**config.mk**
```make
export PLATFORM = sky130hd
export DESIGN_NAME = phy_vendor_mode_control
export DESIGN_NICKNAME = d
export VERILOG_FILES = /design/src/include/phy_mode_pkg.sv /design/src/phy_vendor_mode_control.sv
export SDC_FILE = /design/constraint.sdc
export NUM_CORES = 1
export LEC_CHECK = 0
export BUFFER_PORTS_ARGS = -buffer_cell sky130_fd_sc_hd__buf_2
export CAP_MARGIN = 10
export CORE_MARGIN = 10
export CORE_UTILIZATION = 30
export DETAILED_ROUTE_END_ITERATION = 10
export GPL_TIMING_DRIVEN = 1
export REMOVE_ABC_BUFFERS = 1
export SLEW_MARGIN = 10
export SYNTH_ARGS = -nofsm -noshare
export SYNTH_HDL_FRONTEND = slang
export SYNTH_SLANG_ARGS = --single-unit
```
**constraint.sdc**
```tcl
create_clock -name sys_clk -period 1.2 [get_ports sys_clk]
set_input_delay 0.12 -clock sys_clk [delete_from_list [all_inputs] [get_ports sys_clk]]
set_output_delay 0.12 -clock sys_clk [all_outputs]
set_load 0.02 [all_outputs]
```
**src/include/phy_mode_pkg.sv**
```systemverilog
// Constants and carrier types for the vendor mode control register bank.
// Assumes a single 50 MHz clock domain and a plain register port.
package phy_mode_pkg;
	localparam int          ADDR_W          = 5;
	localparam int          DATA_W          = 16;
	localparam logic [4:0]  VMC_ADDR        = 5'h10;
	localparam logic [15:0] VMC_RESET       = 16'h0140;
	localparam logic [15:0] VMC_FIXED_MASK  = 16'h23CC;
	localparam logic [15:0] VMC_FIXED_VALUE = 16'h0140;
	localparam int          BIT_REPEATER    = 15;
	localparam int          BIT_IRQ_POL     = 14;
	localparam int          BIT_TX_HIZ      = 12;
	localparam int          BIT_HEARTBEAT   = 11;
	localparam int          BIT_NAT_LOOP    = 10;
	localparam int          BIT_AUTO_POLARITY_DISABLE_DIS    = 5;
	localparam int          BIT_RX_POL      = 4;
	localparam int          BIT_BYPASS      = 1;
	localparam int          BIT_RX_GATE     = 0;

	typedef struct packed {
		logic repeater_select;
		logic irq_polarity_sel;
		logic tx_hiz_select;
		logic heartbeat_test_inhibit;
		logic natural_loop_10m;
		logic auto_polarity_disable;
		logic rx_polarity_force;
		logic coding_bypass;
		logic rx_clock_gating;
	} mode_ctrl_t;

	typedef struct packed {
		logic [ADDR_W-1:0] addr;
		logic [DATA_W-1:0] wdata;
		logic              wr;
		logic              rd;
	} reg_req_t;
endpackage : phy_mode_pkg

```
**src/phy_vendor_mode_control.sv**
```systemverilog
// Vendor mode control register of the PHY and the controls it drives.
// Assumes register strobes and PHY status inputs synchronous to sys_clk.
//
// Chosen here: the plain strobed port.
`timescale 1ns/1ps
`default_nettype none
module phy_vendor_mode_control
	import phy_mode_pkg::*;
(
	input  wire logic                           sys_clk,
	input  wire logic                           rstn,
	input  wire logic [phy_mode_pkg::ADDR_W-1:0] reg_addr,
	input  wire logic [phy_mode_pkg::DATA_W-1:0] reg_wdata,
	input  wire logic                           reg_wr,
	input  wire logic                           reg_rd,
	output logic      [phy_mode_pkg::DATA_W-1:0] reg_rdata,
	input  wire logic                           mode_10m,
	input  wire logic                           mode_100tx,
	input  wire logic                           rx_pol_reversed,
	input  wire logic                           rx_active,
	input  wire logic                           loopback_control,
	input  wire logic                           phy_event,
	output logic                                phy_irq,
	output logic                                rx_invert,
	output logic                                pcs_bypass_en,
	output logic                                rx_clk_en,
	output logic                                repeater_select,
	output logic                                tx_hiz_select,
	output logic                                heartbeat_test_inhibit,
	output logic                                natural_loop_10m
);
	import phy_mode_pkg::*;

	mode_ctrl_t        ctrl_q, ctrl_d;
	logic              auto_inv_q, auto_inv_d;
	logic [DATA_W-1:0] rdata_q, rdata_d;
	logic              irq_q, irq_d;
	logic              inv_q, inv_d;
	logic              byp_q, byp_d;
	logic              clk_en_q, clk_en_d;
	logic [DATA_W-1:0] reg_value;
	logic              wr_hit;
	logic              rd_hit;

	// Assemble the readable word; fixed fields come from constants only
	function automatic logic [DATA_W-1:0] pack_word(mode_ctrl_t c,
			logic auto_inv);
		logic [DATA_W-1:0] w;
		w = VMC_FIXED_VALUE;
		w[BIT_REPEATER]  = c.repeater_select;
		w[BIT_IRQ_POL]   = c.irq_polarity_sel;
		w[BIT_TX_HIZ]    = c.tx_hiz_select;
		w[BIT_HEARTBEAT] = c.heartbeat_test_inhibit;
		w[BIT_NAT_LOOP]  = c.natural_loop_10m;
		w[BIT_AUTO_POLARITY_DISABLE_DIS]  = c.auto_polarity_disable;
		// Status view while automatic, forced value otherwise
		w[BIT_RX_POL]    = c.auto_polarity_disable ? c.rx_polarity_force
			: auto_inv;
		w[BIT_BYPASS]    = c.coding_bypass;
		w[BIT_RX_GATE]   = c.rx_clock_gating;
		return w;
	endfunction : pack_word

	// Only one word is mapped; every other address reads zero
	function automatic logic is_mapped(logic [ADDR_W-1:0] a);
		return a == VMC_ADDR;
	endfunction : is_mapped

	// Strobes qualified by the decode; other addresses are ignored
	assign wr_hit    = reg_wr & is_mapped(reg_addr);
	assign rd_hit    = reg_rd & is_mapped(reg_addr);
	assign reg_value = pack_word(ctrl_q, auto_inv_q);

	// Only read-write fields are stored; reserved ones are constants
	always_comb begin
		ctrl_d = ctrl_q;
		if (wr_hit) begin
			ctrl_d.repeater_select        = reg_wdata[BIT_REPEATER];
			ctrl_d.irq_polarity_sel       = reg_wdata[BIT_IRQ_POL];
			ctrl_d.tx_hiz_select          = reg_wdata[BIT_TX_HIZ];
			ctrl_d.heartbeat_test_inhibit = reg_wdata[BIT_HEARTBEAT];
			ctrl_d.natural_loop_10m       = reg_wdata[BIT_NAT_LOOP];
			ctrl_d.auto_polarity_disable  = reg_wdata[BIT_AUTO_POLARITY_DISABLE_DIS];
			// Bit 4 only takes a write while forcing is allowed
			if (ctrl_q.auto_polarity_disable) begin
				ctrl_d.rx_polarity_force = reg_wdata[BIT_RX_POL];
			end
			ctrl_d.coding_bypass          = reg_wdata[BIT_BYPASS];
			ctrl_d.rx_clock_gating        = reg_wdata[BIT_RX_GATE];
		end
	end

	always_comb begin
		// Correction only tracks the pair in 10BASE-T; cleared while auto-polarity is disabled, held otherwise
		auto_inv_d = auto_inv_q;
		if (ctrl_q.auto_polarity_disable) begin
			auto_inv_d = 1'b0;
		end else if (mode_10m) begin
			auto_inv_d = rx_pol_reversed;
		end
	end

	// Reset loads the documented word field by field
	always_ff @(posedge sys_clk or negedge rstn) begin
		if (!rstn) begin
			ctrl_q.repeater_select        <= VMC_RESET[BIT_REPEATER];
			ctrl_q.irq_polarity_sel       <= VMC_RESET[BIT_IRQ_POL];
			ctrl_q.tx_hiz_select          <= VMC_RESET[BIT_TX_HIZ];
			ctrl_q.heartbeat_test_inhibit <= VMC_RESET[BIT_HEARTBEAT];
			ctrl_q.natural_loop_10m       <= VMC_RESET[BIT_NAT_LOOP];
			ctrl_q.auto_polarity_disable  <= VMC_RESET[BIT_AUTO_POLARITY_DISABLE_DIS];
			ctrl_q.rx_polarity_force      <= VMC_RESET[BIT_RX_POL];
			ctrl_q.coding_bypass          <= VMC_RESET[BIT_BYPASS];
			ctrl_q.rx_clock_gating        <= VMC_RESET[BIT_RX_GATE];
		end else begin
			ctrl_q <= ctrl_d;
		end
	end

	always_ff @(posedge sys_clk or negedge rstn) begin
		if (!rstn) begin
			auto_inv_q <= 1'b0;
		end else begin
			auto_inv_q <= auto_inv_d;
		end
	end

	// Every derived control is registered: one cycle of lag buys clean pins
	// Read data stands for one cycle only and is zero otherwise
	always_comb begin
		rdata_d = '0;
		if (rd_hit) begin
			rdata_d = reg_value;
		end
	end

	always_ff @(posedge sys_clk or negedge rstn) begin
		if (!rstn) begin
			rdata_q <= '0;
		end else begin
			rdata_q <= rdata_d;
		end
	end

	// Idle event with low polarity gives a high pin out of reset
	always_comb begin
		irq_d = ctrl_q.irq_polarity_sel ? phy_event : ~phy_event;
	end

	always_ff @(posedge sys_clk or negedge rstn) begin
		if (!rstn) begin
			irq_q <= 1'b1;
		end else begin
			irq_q <= irq_d;
		end
	end

	// Forced value wins whenever auto-polarity is disabled
	always_comb begin
		inv_d = ctrl_q.auto_polarity_disable ? ctrl_q.rx_polarity_force
			: auto_inv_q;
	end

	always_ff @(posedge sys_clk or negedge rstn) begin
		if (!rstn) begin
			inv_q <= 1'b0;
		end else begin
			inv_q <= inv_d;
		end
	end

	// Bypass only acts in 100BASE-TX; other modes ignore the bit
	always_comb begin
		byp_d = ctrl_q.coding_bypass & mode_100tx;
	end

	always_ff @(posedge sys_clk or negedge rstn) begin
		if (!rstn) begin
			byp_q <= 1'b0;
		end else begin
			byp_q <= byp_d;
		end
	end

	// Gating is only honoured in 100BASE-TX and never in loopback
	always_comb begin
		clk_en_d = ~(ctrl_q.rx_clock_gating & mode_100tx & ~rx_active
			& ~loopback_control);
	end

	always_ff @(posedge sys_clk or negedge rstn) begin
		if (!rstn) begin
			clk_en_q <= 1'b1;
		end else begin
			clk_en_q <= clk_en_d;
		end
	end

	// Remaining mode bits drive the PHY straight from their flops
	assign reg_rdata              = rdata_q;
	assign phy_irq                = irq_q;
	assign rx_invert              = inv_q;
	assign pcs_bypass_en          = byp_q;
	assign rx_clk_en              = clk_en_q;
	assign repeater_select        = ctrl_q.repeater_select;
	assign tx_hiz_select          = ctrl_q.tx_hiz_select;
	assign heartbeat_test_inhibit = ctrl_q.heartbeat_test_inhibit;
	assign natural_loop_10m       = ctrl_q.natural_loop_10m;
endmodule : phy_vendor_mode_control
`default_nettype wire

```
==> metrics.txt, run 1 <==
CTS tree built; cell taking the most area after synthesis dfrtp_1; num rows 19; Comb pwr share 18.8%; Routed WL 1930 um; CP delay by family, top simple AND/OR/NAND/NOR gates; sequential area share after synthesis 66.1%; LEAKAGE 0.663 nW; Design Area, Final 1220 um2; Cells after Synth 62; CP Launch Type primary input; total CTS buffers 3; hpwl dp 1550 um; Post-Place Cell Area 1170 um2; # nets final 144; number of max-cap violations 0; clk_skew 0.00105 ns; Sw Pwr 407 uW; max-slew violation count 0; # clock sinks 24; Final min period 1.11 ns; Critical-path top delay cell or3_4; first-pass GRT wire length 3240 um; initial antenna violation count 0; grt total ovfl 0; Tcrit/Tclk final 92.9%; initial core utilization 32.2%; maximum clock frequency 0.897 GHz; CP Cell Sequence buf_2, or3_4, nor3_4, buf_12, mux2_2; CP Max Fanout 8; filler instances 272; Sequential Area 603 um2; total power draw 1.56 mW; post-synthesis cell type count 15; P&R area growth vs syn 34.3%; Synth top area share 60.4%; Synth Cell Area 912 um2; internal power 1.15 mW; final hold vios 0; # diodes 0; Worst path max stage delay 0.41 ns; status completed; Synth warnings 0; Final Hold Slack 0.0246 ns; post-route ant nets 0; area of the multi-input gates 285 um2; top cells by area, synth dfrtp_1, mux2_2, and2_1; critical path type primary input to flip-flop; gpl congestion 0.652; vias 603; clock slew at reported path FFs 0.11 ns; Die Width 75.1 um; Crit path buffers/inverters 2; layout cells sized above 1 57.7%; Clk network pwr share 21.0%; Slew Limit Headroom 65.9%; Flop pwr share 60.2%; Slew @ Worst Pin 0.511 ns; DRC Markers 0; die area 5650 um2; IO Port Bufs 42; Tot GR Track Use 7.31%; DR pass1 iterations 2; Worst Setup End Kind flip-flop; Worst R2R Setup Slack 0.09 ns; H-tree levels 1; synthesized area per cell 14.7 um2; Worst EP arrival 1.31 ns; Core Area 2830 um2; drt wl/cell 13.6 um; endpoints failing setup 0; worst vdd ir 0.370 mV; Synth Register Bits 24; worst hold path class primary input to flip-flop; WP data required 1.39 ns; drt via density 4.25; RSZ-0062 raised after global routing false; vias in the first global route 734; initial DRC count 19; Sw Share 26.1%; clock root buffer clkbuf_4; die height 75.1 um; IO Count 55; worst skew pair latency 0.30 ns; largest net degree at the start of global routing 25; Max Buffers Root-to-Sink 2; PD cells 1270 nW/um2
layer usage:
metal	wire length, um	share of wire, %	up-vias	track usage [%]
li1	-	-	294	-
met1	842	44	272	8.60
met2	806	42	37	11.3
met4	0	0	0	2.47
met5	0	0	-	0
met3	283	15	0	3.68
what timing repair did:
item,CTS,global route
hold endpoints to repair,24,0
hold buffers,3,0
buffers inserted,0,0
gates resized for setup,1,0
setup endpoints to repair,1,0
through the flow:
stage | setup slack [ns] | TNS, ns | utilization, % | instances
after floorplan | -0.125 | -1.10 | - | 60
after global placement | -0.231 | -2.00 | 41.2 | 136
after detailed placement | -0.297 | -2.17 | 41.2 | 136
after CTS | 0.0814 | 0 | 43.3 | 142
after global routing | 0.00198 | 0 | 43.3 | 142
final | 0.0857 | 0 | 43.3 | 142
power groups by stage:
stage | clock network [mW] | logic [mW] | registers (mW)
finish | 0.326 | 0.293 | 0.937
global route | 0.377 | 0.321 | 0.956
CTS | 0.347 | 0.299 | 0.941
detailed placement | 0 | 0.288 | 0.957
global placement | 0 | 0.284 | 0.953
floorplan | 0 | 0.0983 | 1.01
layout make-up:
type | count | share of cell area (%)
multi-input combinational | 36 | 23.3
timing repair buffer | 48 | 22.5
tap | 31 | 3.17
clock buffer | 3 | 1.84
sequential | 24 | 49.2
cells in the final DEF, fill, tap and decap left out, types with 3 or more instances in the layout:
cell,n
buf_2,42
clkbuf_4,3
mux2_2,10
conb_1,5
dfrtp_1,22
dlygate4sd3_1,3
and2_1,10
state kept, by name, indices dropped and copies added (netlist names):
register and count:
pcs_bypass_en 1, heartbeat_test_inhibit 1, ctrl_q 5, rx_invert 1, repeater_select 1, phy_irq 1
rx_clk_en 1, reg_rdata 10, auto_inv_q 1, natural_loop_10m 1, tx_hiz_select 1
Yosys cell counts:
master / number
nor2_1: 2
buf_4: 6
mux2i_1: 1
nor4b_1: 1
mux2_2: 10
xnor2_1: 1
nor3_2: 1
nand3_1: 1
dfstp_2: 2
nor3_4: 1
or3_4: 1
nand2_1: 2
conb_1: 1
and2_1: 10
dfrtp_1: 22
tightest hold or removal path, delay by kind of cell:
family | cells | cell delay (ns)
simple gates | 2 | 0.10
buf+inv | 1 | 0.07
cell families (layout without fill, tap and decap cells):
family | after synthesis | count (layout) | share of synthesized area (%)
multiplexers | 11 | 11 | 13.4
buffers and inverters | 6 | 51 | 4.94
other | 1 | 5 | 0.411
AND/OR/NAND/NOR | 19 | 19 | 14.1
flip-flops | 24 | 24 | 66.1
XOR/XNOR | 1 | 1 | 0.960
worst paths after layout:
| check | start | to | cells past startpoint |
|---|---|---|---|
| hold / removal | loopback_control | rx_clk_en$_DFF_PN1_ | 3 |
| setup / recovery | reg_addr[3] | ctrl_q[0]$_DFFE_PN0P_ | 5 |
| hold reg to reg | ctrl_q[7]$_DFFE_PN0P_ | phy_irq$_DFF_PN1_ | 1 |
| max in group asynchronous | rstn | rx_clk_en$_DFF_PN1_ | 2 |
| min in group asynchronous | rstn | reg_rdata[14]$_DFF_PN0_ | 2 |
| setup reg to reg | ctrl_q[3]$_DFFE_PN0P_ | ctrl_q[2]$_DFFE_PN0P_ | 2 |
Power figures use the tool's default switching activity.
==> inputs of run 2 (changes only) <==
--- a/config.mk
+++ b/config.mk
@@ -11,6 +11,7 @@
 export CORE_UTILIZATION = 30
 export DETAILED_ROUTE_END_ITERATION = 10
 export GPL_TIMING_DRIVEN = 1
+export PLACE_DENSITY = 0.65
 export REMOVE_ABC_BUFFERS = 1
 export SLEW_MARGIN = 10
 export SYNTH_ARGS = -nofsm -noshare
==> constraint.sdc (replaced) <==
create_clock -name sys_clk -period 0.9 [get_ports sys_clk]
set_input_delay 0.09 -clock sys_clk [delete_from_list [all_inputs] [get_ports sys_clk]]
set_output_delay 0.09 -clock sys_clk [all_outputs]
set_load 0.02 [all_outputs]
==> run 2 against run 1 <==
The run now ends with setup timing left; die area stayed put; hold slack improved by 0.0020 ns; clock power rose by 140%; critical path depth stayed put; count of clock-buffer cells in the layout stayed put; largest cell class unchanged; worst setup slack lost 0.27 ns; cell count rose by 13%; sequential power is 36% higher; largest power group unchanged; sequential share of layout area decreased by 12 points.
==> metrics.txt, run 2 (same netlist as run 1, synthesis figures left out) <==
status complete, but fails checks; violated checks setup timing; post-route ant nets 0 (unchanged); final hold vios 0 (unchanged); CP Max Fanout 5 (-3); drt wl/cell 16.3 um (+20%); Final min period 1.08 ns; pre-CTS setup slack -0.519 ns (-0.222 ns); number of flip-flops in the largest register 10 (unchanged); vias 698 (+16%); Flop pwr share 47.6% (-13 points); Worst Hold Depth 3 (unchanged); Critical-path top delay cell or3_4; Worst path max stage delay 0.42 ns (about the same); number of max-cap violations 0 (unchanged); maximum clock frequency 0.926 GHz; WHS Endpoint auto_inv_q$_DFFE_PN0P_; placed instance count 137 (+0.74%); clock slew at reported path FFs 0.13 ns (+0.02 ns); Critical R2R Launch ctrl_q[3]$_DFFE_PN0P_; gpl congestion 0.672 (+3.1%); Worst EP arrival 1.29 ns (-0.02 ns); clock root buffer clkbuf_4; Design Area, Final 1610 um2 (+31%); CP Cell Sequence buf_6, or3_4, nor3_4, buf_6, mux2_4; worst hold path class primary input to flip-flop; H-tree levels 1 (unchanged); endpoints failing setup 37 (+37); grt total ovfl 0 (unchanged); internal power 2.02 mW (+76%); critical path type primary input to flip-flop; Crit path buffers/inverters 2 (unchanged); CTS tree built; vias in the first global route 833 (+13%); Reg2Reg Depth 2 (unchanged); Tot GR Track Use 9.24% (+1.9 points); WP data required 1.11 ns (-0.28 ns); num rows 19 (unchanged); Die Width 75.1 um (unchanged); worst vdd ir 0.676 mV (+83%); DR pass1 iterations 4 (+2); total CTS buffers 3 (unchanged); Clk network pwr share 28.9% (+7.9 points); Post-Place Cell Area 1160 um2 (-0.43%); Tcrit/Tclk final 120%; P&R area growth vs syn 76.3%; Comb pwr share 23.6% (+4.8 points); drt via density 4.34 (+2.1%); Final Hold Slack 0.0266 ns (+0.00201 ns); initial DRC count 41 (+22); Sw Pwr 651 uW (+60%); clk_skew 0.00106 ns (+0.0000103 ns); max-slew violation count 0 (unchanged); RSZ-0062 raised after global routing true; most frequent cells in the layout buf_6, dfrtp_1, buf_2, dlygate4sd3_1, mux2_4; IO Count 55 (unchanged); # diodes 0 (unchanged); CP Launch Type primary input; initial core utilization 32.2% (unchanged); Routed WL 2630 um (+36%); Max Buffers Root-to-Sink 2 (unchanged); DRC Markers 0 (unchanged); worst skew pair latency 0.31 ns (about the same); most frequent CP cell buf_6; # clock sinks 24 (unchanged); die area 5650 um2 (unchanged); hpwl dp 1720 um (+11%); total power draw 2.68 mW (+72%); min-delay src rx_pol_reversed; LEAKAGE 0.820 nW (+24%); Finished Core Util 56.8% (+14 points); final setup margin -0.180 ns (-0.266 ns); total negative slack -3.01 ns (-3.01 ns); commonest non-fill, non-tap cell in the layout buf_6; r2r endpoint ctrl_q[2]$_DFFE_PN0P_; die height 75.1 um (unchanged); Core Area 2830 um2 (unchanged); Worst Setup End Kind flip-flop; initial antenna violation count 0 (unchanged); Worst R2R Setup Slack -0.17 ns (-0.26 ns); number of cells on the critical path 5 (unchanged); first-pass GRT wire length 3940 um (+22%); layout cells sized above 1 58.5% (+0.80 points); CP delay by family, top simple AND/OR/NAND/NOR gates; largest net degree at the start of global routing 25 (unchanged); fin cells 161 (+13%); IO Port Bufs 42 (unchanged); PD cells 1660 nW/um2 (+31%); # nets final 162 (+13%); Sw Share 24.3% (-1.8 points)
run 2: changes by cell type in the layout (fill, tap and decap cells not counted), moves of 3 or more:
| cell | previous run | this run |
|---|---|---|
| and2_1 | 10 | 6 |
| and2_4 | 0 | 4 |
| buf_2 | 42 | 22 |
| buf_4 | 2 | 5 |
| buf_6 | 0 | 25 |
| dlygate4sd3_1 | 3 | 14 |
| mux2_2 | 10 | 1 |
| mux2_4 | 0 | 9 |
run 2: area by class of cell:
class,instances,area [um2]
flip-flops and latches,24,603
clock buffers,3,22.5
clock inverters,1,30.0
multi-input cells,36,344
well taps,31,38.8
repair buffers,66,569
fillers,230,1220
run 2: what timing repair did:
action | CTS | global route
buffers inserted | 4 | 2
hold buffers | 13 | 1
cloned | 0 | 1
resized for setup | 53 | 9
pin swaps | 2 | 2
hold endpoints to repair | 33 | 1
endpoints found under the setup margin | 29 | 38
run 2: worst max path at each step:
| stage | start | to | slack [ns] |
|---|---|---|---|
| final | reg_addr[3] | heartbeat_test_inhibit$_DFFE_PN0P_ | -0.18 |
| after global placement | reg_addr[3] | ctrl_q[2]$_DFFE_PN0P_ | -0.49 |
| after global routing | ctrl_q[3]$_DFFE_PN0P_ | ctrl_q[2]$_DFFE_PN0P_ | -0.22 |
| after floorplan | reg_addr[3] | ctrl_q[0]$_DFFE_PN0P_ | -0.40 |
| after detailed placement | reg_addr[3] | ctrl_q[2]$_DFFE_PN0P_ | -0.52 |
| after CTS | ctrl_q[3]$_DFFE_PN0P_ | ctrl_q[2]$_DFFE_PN0P_ | -0.19 |
run 2: power groups by stage:
stage               clock network [mW]  logic, mW  registers [mW]
floorplan                            0      0.131            1.35
global placement                     0      0.380            1.28
detailed placement                   0      0.387            1.28
CTS                              0.791      0.609            1.27
global route                     0.833      0.670            1.29
finish                           0.772      0.631            1.27
run 2: metal layers:
layer  track usage (%)  up-vias  share of wire (%)
met5                 0        -                  0
met4              5.57        0                1.7
met3              1.71        4                6.6
met2              17.6       32                 57
met1              9.01      333                 34
li1                  -      329                  -
run 2: worst reg2reg max path, delay by kind of cell, from the launching register on:
kind             cells  cell delay, ns
DFF                  1            0.42
muxes                1            0.32
and+or+nand+nor      1            0.23
